`config.mk`:
```
export PLATFORM = sky130hd
export DESIGN_NAME = rsvc_regs
export DESIGN_NICKNAME = d
export VERILOG_FILES = /design/src/include/rsvc_pkg.sv /design/src/hw/rsvc_flag.sv /design/src/hw/rsvc_regs.sv
export SDC_FILE = /design/constraint.sdc
export NUM_CORES = 1
export LEC_CHECK = 0
export BUFFER_PORTS_ARGS = -buffer_cell sky130_fd_sc_hd__buf_2
export CAP_MARGIN = 15
export CORE_MARGIN = 8
export CORE_UTILIZATION = 54
export CTS_BUF_LIST = sky130_fd_sc_hd__clkbuf_4 sky130_fd_sc_hd__clkbuf_8
export DETAILED_ROUTE_END_ITERATION = 10
export PLACE_DENSITY = 0.88
export SLEW_MARGIN = 20
export SYNTH_ARGS = -nofsm -noshare
export SYNTH_HDL_FRONTEND = slang
export SYNTH_SLANG_ARGS = --single-unit
```
`constraint.sdc`:
```
create_clock -name hclk -period 2.06 [get_ports hclk]
set_clock_uncertainty 0.05 [all_clocks]
set_input_delay 0.412 -clock hclk [delete_from_list [all_inputs] [get_ports hclk]]
set_output_delay 0.412 -clock hclk [all_outputs]
set_load 0.005 [all_outputs]
```
`src/include/rsvc_pkg.sv`:
```
// constants and carrier types for the reassembly service register block
`default_nettype none

package rsvc_pkg;

    // register indices as printed, byte address is four times the index
    localparam logic [31:0] RSVC_IDX_ENABLE = 32'h0000_2042;
    localparam logic [31:0] RSVC_IDX_STATUS = 32'h0000_2044;
    localparam logic [31:0] RSVC_IDX_CWRAP = 32'h0000_2046;
    localparam logic [31:0] RSVC_IDX_COUNT = 32'h0000_2048;
    localparam logic [31:0] RSVC_ADDR_ENABLE = {RSVC_IDX_ENABLE[29:0], 2'b00};
    localparam logic [31:0] RSVC_ADDR_STATUS = {RSVC_IDX_STATUS[29:0], 2'b00};
    localparam logic [31:0] RSVC_ADDR_CWRAP = {RSVC_IDX_CWRAP[29:0], 2'b00};
    localparam logic [31:0] RSVC_ADDR_COUNT = {RSVC_IDX_COUNT[29:0], 2'b00};

    // field layout
    localparam int RSVC_KINDS = 11;
    localparam int RSVC_BASE_W = 14;
    localparam int RSVC_FWD_BIT = 14;
    localparam int RSVC_FLAG_BIT = 15;
    localparam int RSVC_CFWD_BIT = 0;
    localparam int RSVC_CFLAG_BIT = 1;
    localparam int RSVC_CNT_W = 16;

    // reset values
    localparam logic [RSVC_KINDS-1:0] RSVC_ENABLE_RST = 11'h000;
    localparam logic [RSVC_BASE_W-1:0] RSVC_BASE_RST = 14'h0000;
    localparam logic [RSVC_CNT_W-1:0] RSVC_COUNT_RST = 16'h0000;
    localparam logic [31:0] RSVC_RDATA_RST = 32'h0000_0000;

    // ahb encodings
    localparam logic [1:0] RSVC_HTRANS_NONSEQ = 2'h2;
    localparam logic RSVC_HRESP_OKAY = 1'h0;

    // one report from a control structure, valid for one cycle
    typedef struct packed {
        logic valid;
        logic [RSVC_KINDS-1:0] kinds;
        logic [RSVC_BASE_W-1:0] base;
    } rsvc_event_t;

    typedef enum logic {RSVC_IDLE, RSVC_BUSY} rsvc_bus_state_t;

endpackage : rsvc_pkg

`default_nettype wire

```
`src/hw/rsvc_flag.sv`:
```
// sticky status flag where a set beats a clear in the same cycle
`timescale 1ns/1ps
`default_nettype none

module rsvc_flag (
    // clock, reset, enable
    input wire logic clk,
    input wire logic rst_n,
    input wire logic ce,
    // control
    input wire logic set,
    input wire logic clr,
    // state
    output logic q
);

    logic flag_d;
    logic flag_q;

    always_comb begin
        flag_d = flag_q;
        if (ce) begin
            if (set) begin
                flag_d = 1'b1;
            end else if (clr) begin
                flag_d = 1'b0;
            end
        end
    end

    always_ff @(posedge clk or negedge rst_n) begin
        if (!rst_n) begin
            flag_q <= 1'b0;
        end else begin
            flag_q <= flag_d;
        end
    end

    assign q = flag_q;

endmodule : rsvc_flag

`default_nettype wire

```
`src/hw/rsvc_regs.sv`:
```
// reassembly service event registers behind an ahb-lite slave
`timescale 1ns/1ps
`default_nettype none

module rsvc_regs
    import rsvc_pkg::*;
(
    // clock, reset, enable
    input wire logic hclk,
    input wire logic hresetn,
    input wire logic ce,
    // ahb-lite slave
    input wire logic hsel,
    input wire logic [31:0] haddr,
    input wire logic [1:0] htrans,
    input wire logic hwrite,
    input wire logic [2:0] hsize,
    input wire logic hready,
    input wire logic [31:0] hwdata,
    output logic [31:0] hrdata,
    output logic hreadyout,
    output logic hresp,
    // reassembly engine
    input wire rsvc_event_t ev,
    input wire logic cell_rx,
    // towards main status
    output logic main_reassembly_service_bit
);

    // bus front end
    rsvc_bus_state_t state_q;
    rsvc_bus_state_t state_d;
    logic [31:0] addr_q;
    logic [31:0] addr_d;
    logic wr_q;
    logic wr_d;
    logic [31:0] hrdata_q;
    logic [31:0] hrdata_d;
    logic hreadyout_q;
    logic hreadyout_d;
    logic take;
    logic wr_stb;
    logic rd_stb;

    // one wait state on every NONSEQ transfer so read data leave a flop
    assign take = hsel && hready && (htrans == RSVC_HTRANS_NONSEQ);
    assign wr_stb = ce && (state_q == RSVC_BUSY) && wr_q;
    assign rd_stb = ce && (state_q == RSVC_BUSY) && !wr_q;

    always_comb begin
        state_d = state_q;
        addr_d = addr_q;
        wr_d = wr_q;
        hreadyout_d = hreadyout_q;
        if (ce) begin
            unique case (state_q)
                RSVC_IDLE: begin
                    if (take) begin
                        state_d = RSVC_BUSY;
                        addr_d = haddr;
                        wr_d = hwrite;
                        hreadyout_d = 1'b0;
                    end
                end
                RSVC_BUSY: begin
                    state_d = RSVC_IDLE;
                    hreadyout_d = 1'b1;
                end
            endcase
        end
    end

    always_ff @(posedge hclk or negedge hresetn) begin
        if (!hresetn) begin
            state_q <= RSVC_IDLE;
            addr_q <= 32'h0000_0000;
            wr_q <= 1'b0;
            hreadyout_q <= 1'b1;
        end else begin
            state_q <= state_d;
            addr_q <= addr_d;
            wr_q <= wr_d;
            hreadyout_q <= hreadyout_d;
        end
    end

    // register file
    logic [RSVC_KINDS-1:0] en_q;
    logic [RSVC_KINDS-1:0] en_d;
    logic sfwd_q;
    logic sfwd_d;
    logic cfwd_q;
    logic cfwd_d;
    logic [RSVC_BASE_W-1:0] base_q;
    logic [RSVC_BASE_W-1:0] base_d;
    logic [RSVC_CNT_W-1:0] count_q;
    logic [RSVC_CNT_W-1:0] count_d;
    logic main_q;
    logic main_d;
    logic sum_flag;
    logic cnt_flag;
    logic [RSVC_KINDS-1:0] ev_hits;
    logic ev_hit;
    logic sum_clr;
    logic cnt_clr;
    logic cnt_wrap;

    assign ev_hits = ev.kinds & en_q;
    // each kind has its own enable
    assign ev_hit = ev.valid && (|ev_hits);
    assign sum_clr = wr_stb && (addr_q == RSVC_ADDR_STATUS)
        && !hwdata[RSVC_FLAG_BIT];
    assign cnt_clr = wr_stb && (addr_q == RSVC_ADDR_CWRAP)
        && !hwdata[RSVC_CFLAG_BIT];
    assign cnt_wrap = cell_rx && (&count_q);

    // set wins over a software clear in the same cycle
    rsvc_flag u_sum_flag (
        .clk(hclk),
        .rst_n(hresetn),
        .ce(ce),
        .set(ev_hit),
        .clr(sum_clr),
        .q(sum_flag)
    );

    rsvc_flag u_cnt_flag (
        .clk(hclk),
        .rst_n(hresetn),
        .ce(ce),
        .set(cnt_wrap),
        .clr(cnt_clr),
        .q(cnt_flag)
    );

    always_comb begin
        en_d = en_q;
        sfwd_d = sfwd_q;
        cfwd_d = cfwd_q;
        base_d = base_q;
        count_d = count_q;
        main_d = main_q;
        if (ce) begin
            if (wr_stb && (addr_q == RSVC_ADDR_ENABLE)) begin
                en_d = hwdata[RSVC_KINDS-1:0];
            end
            if (wr_stb && (addr_q == RSVC_ADDR_STATUS)) begin
                sfwd_d = hwdata[RSVC_FWD_BIT];
            end
            if (wr_stb && (addr_q == RSVC_ADDR_CWRAP)) begin
                cfwd_d = hwdata[RSVC_CFWD_BIT];
            end
            // a fresh event keeps its address even against a clear
            if (ev_hit) begin
                base_d = ev.base;
            end else if (sum_clr) begin
                base_d = RSVC_BASE_RST;
            end
            // free-running wrap, no saturation
            if (cell_rx) begin
                count_d = count_q + 16'h0001;
            end
            // forwarding uses the flags as they stand, one cycle late
            main_d = (sum_flag && sfwd_q)
                || (cnt_flag && cfwd_q);
        end
    end

    always_ff @(posedge hclk or negedge hresetn) begin
        if (!hresetn) begin
            en_q <= RSVC_ENABLE_RST;
            sfwd_q <= 1'b0;
            cfwd_q <= 1'b0;
            base_q <= RSVC_BASE_RST;
            count_q <= RSVC_COUNT_RST;
            main_q <= 1'b0;
        end else begin
            en_q <= en_d;
            sfwd_q <= sfwd_d;
            cfwd_q <= cfwd_d;
            base_q <= base_d;
            count_q <= count_d;
            main_q <= main_d;
        end
    end

    // read data, reserved bits and unmapped words read zero
    always_comb begin
        hrdata_d = hrdata_q;
        if (rd_stb) begin
            unique case (addr_q)
                RSVC_ADDR_ENABLE: hrdata_d = {21'h000000, en_q};
                RSVC_ADDR_STATUS: hrdata_d = {16'h0000, sum_flag, sfwd_q, base_q};
                RSVC_ADDR_CWRAP: hrdata_d = {30'h00000000, cnt_flag, cfwd_q};
                RSVC_ADDR_COUNT: hrdata_d = {16'h0000, count_q};
                default: hrdata_d = RSVC_RDATA_RST;
            endcase
        end
    end

    always_ff @(posedge hclk or negedge hresetn) begin
        if (!hresetn) begin
            hrdata_q <= RSVC_RDATA_RST;
        end else begin
            hrdata_q <= hrdata_d;
        end
    end

    assign hrdata = hrdata_q;
    assign hreadyout = hreadyout_q;
    assign main_reassembly_service_bit = main_q;

    // hresp is a flop held at okay, every access completes
    logic hresp_q;

    always_ff @(posedge hclk or negedge hresetn) begin
        if (!hresetn) begin
            hresp_q <= RSVC_HRESP_OKAY;
        end else begin
            hresp_q <= RSVC_HRESP_OKAY;
        end
    end

    assign hresp = hresp_q;

    generate
        for (genvar gi = 0; gi < RSVC_KINDS; gi++) begin : g_kind

        end
    endgenerate
endmodule : rsvc_regs

`default_nettype wire

```
After elaboration in Yosys (flattened, before gate mapping)

Index checks and enable logic that the tools add are counted.

Reduce and logical (&&, ||, !) cells: 30
Add/sub/neg operators: 1
Multiplexer cells: 11
Bitwise gates (word level): 2
Equality and inequality tests: 6

Operators by type and width:

| operator                | count |
|---|---|
| $eq A32 B16 Y1 const B  | 4 |
| $pmux W16 S4            | 1 |
| $mux W14                | 2 |
| $add A16 B1 Y16 const B | 1 |
| $reduce_and A16 Y1      | 1 |
| $logic_and A1 B1 Y1     | 14 |
| $reduce_and A2 Y1       | 7 |
| $and A11 B11 Y11        | 1 |
| $reduce_or A11 Y1       | 1 |
| $mux W1                 | 6 |
| $pmux W1 S2             | 2 |
| $reduce_bool A2 Y1      | 2 |
| $logic_not A1 Y1        | 3 |
| $reduce_and A3 Y1       | 1 |
| $eq A2 B2 Y1 const B    | 1 |
| $ne A2 B2 Y1 const B    | 1 |
| $logic_or A1 B1 Y1      | 1 |
| $not A1 Y1              | 1 |

Bits of input ports: 102
Register bits: 113
Word-level logic and storage cells: 63
Output and inout port bits: 35

Longest topological paths before layout

Word-level depth: 6
Depth in mapped cells: 7
Depth with buffers taken out: 5

Modules after synthesis

From an unflattened synthesis, not the netlist that was laid out.

Cells, all modules: 343
Area total of the unflattened synthesis: 4267.8 µm²

By module, submodules not included:

| module    | area an instance (µm²) | seq. area each (µm²) | cells each | times used |
|---|---|---|---|---|
| rsvc_regs | 4192.8                 | 2378.5               | 337        | 1 |
| rsvc_flag | 37.5                   | 25.0                 | 3          | 2 |

Worst setup path after synthesis

No wires, ideal clock.

Path kind: register -> register
Start: reg addr_q[20]
End: reg en_q[10]
Stages on the path, launching flop included: 6
Period minus slack after synthesis: 1.840 ns
Arrival time: 1.663 ns
Buffers on the path: 1
Path slack: 0.220 ns
Library setup time: 0.128 ns
Required time: 1.882 ns
Cells stage by stage: dfrtp_1 nor4_4 nand4_4 nor3_2 buf_4 mux2_1

Cells in the longest elaborated chain, start to end: 3

RTL lines:

| item                               | RTL line         | text |
|---|---|---|
| start: declaration                 | rsvc_regs.sv:33  | `logic [31:0] addr_q;` |
| start signal: assignment           | rsvc_regs.sv:81  | `addr_q <= addr_d;` |
| $eq A32 B16 Y1                     | rsvc_regs.sv:144 | `if (wr_stb && (addr_q == RSVC_ADDR_ENABLE)) begin` |
| $logic_and A1 B1 Y1                | rsvc_regs.sv:144 |  |
| $reduce_and A2 Y1 (no source line) | --               |  |
| end signal: assignment             | rsvc_regs.sv:178 | `en_q <= en_d;` |
| end: declaration                   | rsvc_regs.sv:88  | `logic [RSVC_KINDS-1:0] en_q;` |

No other way between the ends.
A chain may end at the register's enable or synchronous reset.

Worst setup path after layout

Start: reg addr_q[9]
End: reg en_q[5]

The elaborated chain is that of the path after synthesis.

==> run metrics <==
outcome=finished, final reports clean; Synth area leader=dfrtp_1; non-filler cells in the finished layout=595; post-synthesis sequential area ratio=52.7%; area delta synth->final=19.7%; CP arrival=2.22 ns; post-route ant nets=0; CTS tree=yes; initial core utilization=55.8%; area of the mapped netlist=4610 um^2; capturing point of the worst reg2reg path=en_q[5]; leakage=2.68 nW; top post-synthesis cells by area=dfrtp_1 (52%), mux2_2 (8.8%), a22o_1 (4.6%); fraction of registers with async set/reset=100%; min-delay worst type=input pin to flop; Period minus WS final=2.03 ns; clock sink total=97; initial antenna violation count=0; placed cell areas=5260 um^2; largest family of logic cells by synthesized area=compound AO/OA/AOI/OAI gates; CTS root buf=clkbuf_8; crit end category=flop; later-pin clock latency in the skew report=0.36 ns; first-pass GRT wire length=18.3 mm; initial drt markers=216; critical path class=flop to flop; via count=3,500; setup violators final=0; layout cells sized above 1=38.4%; RePlAce Congestion=0.849; most frequent cells after synthesis=dfrtp_1 (96), mux2_2 (36), a22o_1 (24); CP required=2.26 ns; Final Cycle Share=98.3%; PortBufs=97; post-place setup slack=0.0355 ns; row count=33; IR drop worst, VDD=0.373 mV; DIE AREA=11,800 um^2; # H-tree levels=3; max cap viols=0; Synth cell types=48; Via density=5.88; Post-synth EDFFs=0; CP Capture Point=en_q[5]; worst reg2reg path depth=6; Slew @ Worst Pin=0.510 ns; Gate Count Post-Synth=372; mux share of post-synthesis cell area=11.7%; reg2reg setup slack=0.03 ns; GRT overflow=0; Ys Warns=0; routed wire length=11.9 mm; Fin. Hold Viols=0; vias in the first global route=3,641; Relative slew margins=65.9%; top-count cell post-synth=dfrtp_1; smallest hold slack=0.212 ns; total power=4.48 mW; #FFs+latches synth=97; total iterations of the first detailed-routing run=4; Max Freq=0.494 GHz; Critical Path Fanout Max=11; Critical Path Source=addr_q[9]; Die X=108 um; Layout fillers=594; Worst-path clk slew=0.09 ns; CTS buffer count=9; setup TNS=0 ns; max-slew violations=0; simple-gate share of the synthesized area=11.6%; PwrDens=812 nW/um^2; fin util=66.8%; # DRC=0; RSZ-0062 raised after global routing=true; top_reg_cell synth=dfrtp_1; Post-Synth Adder-Cell Area=0.271%; Ports=137; # nets final=588; reg2reg start=addr_q[9]; core area=8260 um^2; placed cells=575; Ant. Diodes=0; Final HPWL DP=8.83 mm; xor and xnor area share after synthesis=2.85%; syn avg cell area=12.4 um^2; CP Launch Type=flop; largest net degree at the start of global routing=42; die height=108 um; Design Area, Final=5520 um^2; setup ws final=0.0348 ns; CTS Buffer Depth=2; complex-gate fraction of the synthesized area=14.8%; top cell type's share of synthesized area=52.1%; GRT Resource Usage Total=20.0%; post-DR wirelength/cell=20.0 um
metal layers:
metal / up-vias / wire length (um) / GRT usage (%)
li1: 1583 / - / -
met1: 1777 / 4610 / 24.1
met2: 119 / 6240 / 33.6
met3: 21 / 767 / 4.40
met4: 0 / 279 / 9.29
met5: - / 0 / 0
cell usage in the layout, fill, tap and decap left out, drive strengths merged, types with 3 or more instances in the layout:
master and n:
or3 3, inv 16, o211ai 14, nor4b 3, conb 17, and3 4
o21ai 3, a22oi 13, a22o 24, nor3 5, clkbuf 12, nand3 8
nand2 13, xnor2 11, xor2 4, buf 121, a32o 3, o2bb2ai 6
nand4 5, dfrtp 96, nor2 7, mux2 46, nor2b 4, nor4 10
o31ai 14
logic make-up after synthesis:
| kind of cell | after synthesis |
|---|---|
| flops | 97 |
| simple gates | 72 |
| xor+xnor | 15 |
| compound gates | 86 |
| other cells | 1 |
| mux | 48 |
| fa+ha+maj | 1 |
| buf+inv | 52 |
what timing repair did:
action / 4_1_cts / 5_1_grt
setup endpoints to repair: 0 / 25
resized for setup: 0 / 7
setup buffers: 0 / 2
hold buffers: 1 / 0
hold endpoints to repair: 33 / 0
flip-flops by register name, summed over array words and instances, names as in the netlist:
name                         count
count_q                         16
state_q                          1
u_sum_flag.q                     1
base_q                          14
en_q                            11
main_reassembly_service_bit      1
hrdata                          16
addr_q                          32
cfwd_q                           1
u_cnt_flag.q                     1
sfwd_q                           1
wr_q                             1
hreadyout                        1
worst min-delay path by stage:
stage               depth (start not counted)  startpoint    endpoint
global placement                            1     hresetn  hrdata[13]
finish                                      2   hwdata[2]     en_q[2]
detailed placement                          1     hresetn  hrdata[13]
global route                                2   hwdata[4]     en_q[4]
CTS                                         2   hwdata[4]     en_q[4]
floorplan                                   0     hresetn   addr_q[0]
layout make-up:
class                   count  area [um^2]  share of cell area (%)
multi-input cells         239         1980                    35.8
well taps                 105          131                    2.38
flip-flops and latches     97         2430                    44.0
clock inverters             4         51.3                   0.929
repair buffers            122          712                    12.9
clock buffers              12          159                    2.88
inverters                  16         60.1                    1.09
critical path, stage by stage (launching register included):
cell and delay, ns:
dfrtp_1 0.42, nor4b_4 0.37, nand4_4 0.17, buf_6 0.17
nor3_2 0.20, buf_6 0.20, mux2_1 0.33
power breakdown:
group | internal, mW | leakage, nW | switching, mW
combinational | 0.416 | 1.37 | 0.385
sequential | 2.13 | 1.21 | 0.251
clock | 0.642 | 0.106 | 0.656
total | 3.19 | 2.68 | 1.29
(Power assumes the default switching activity.)
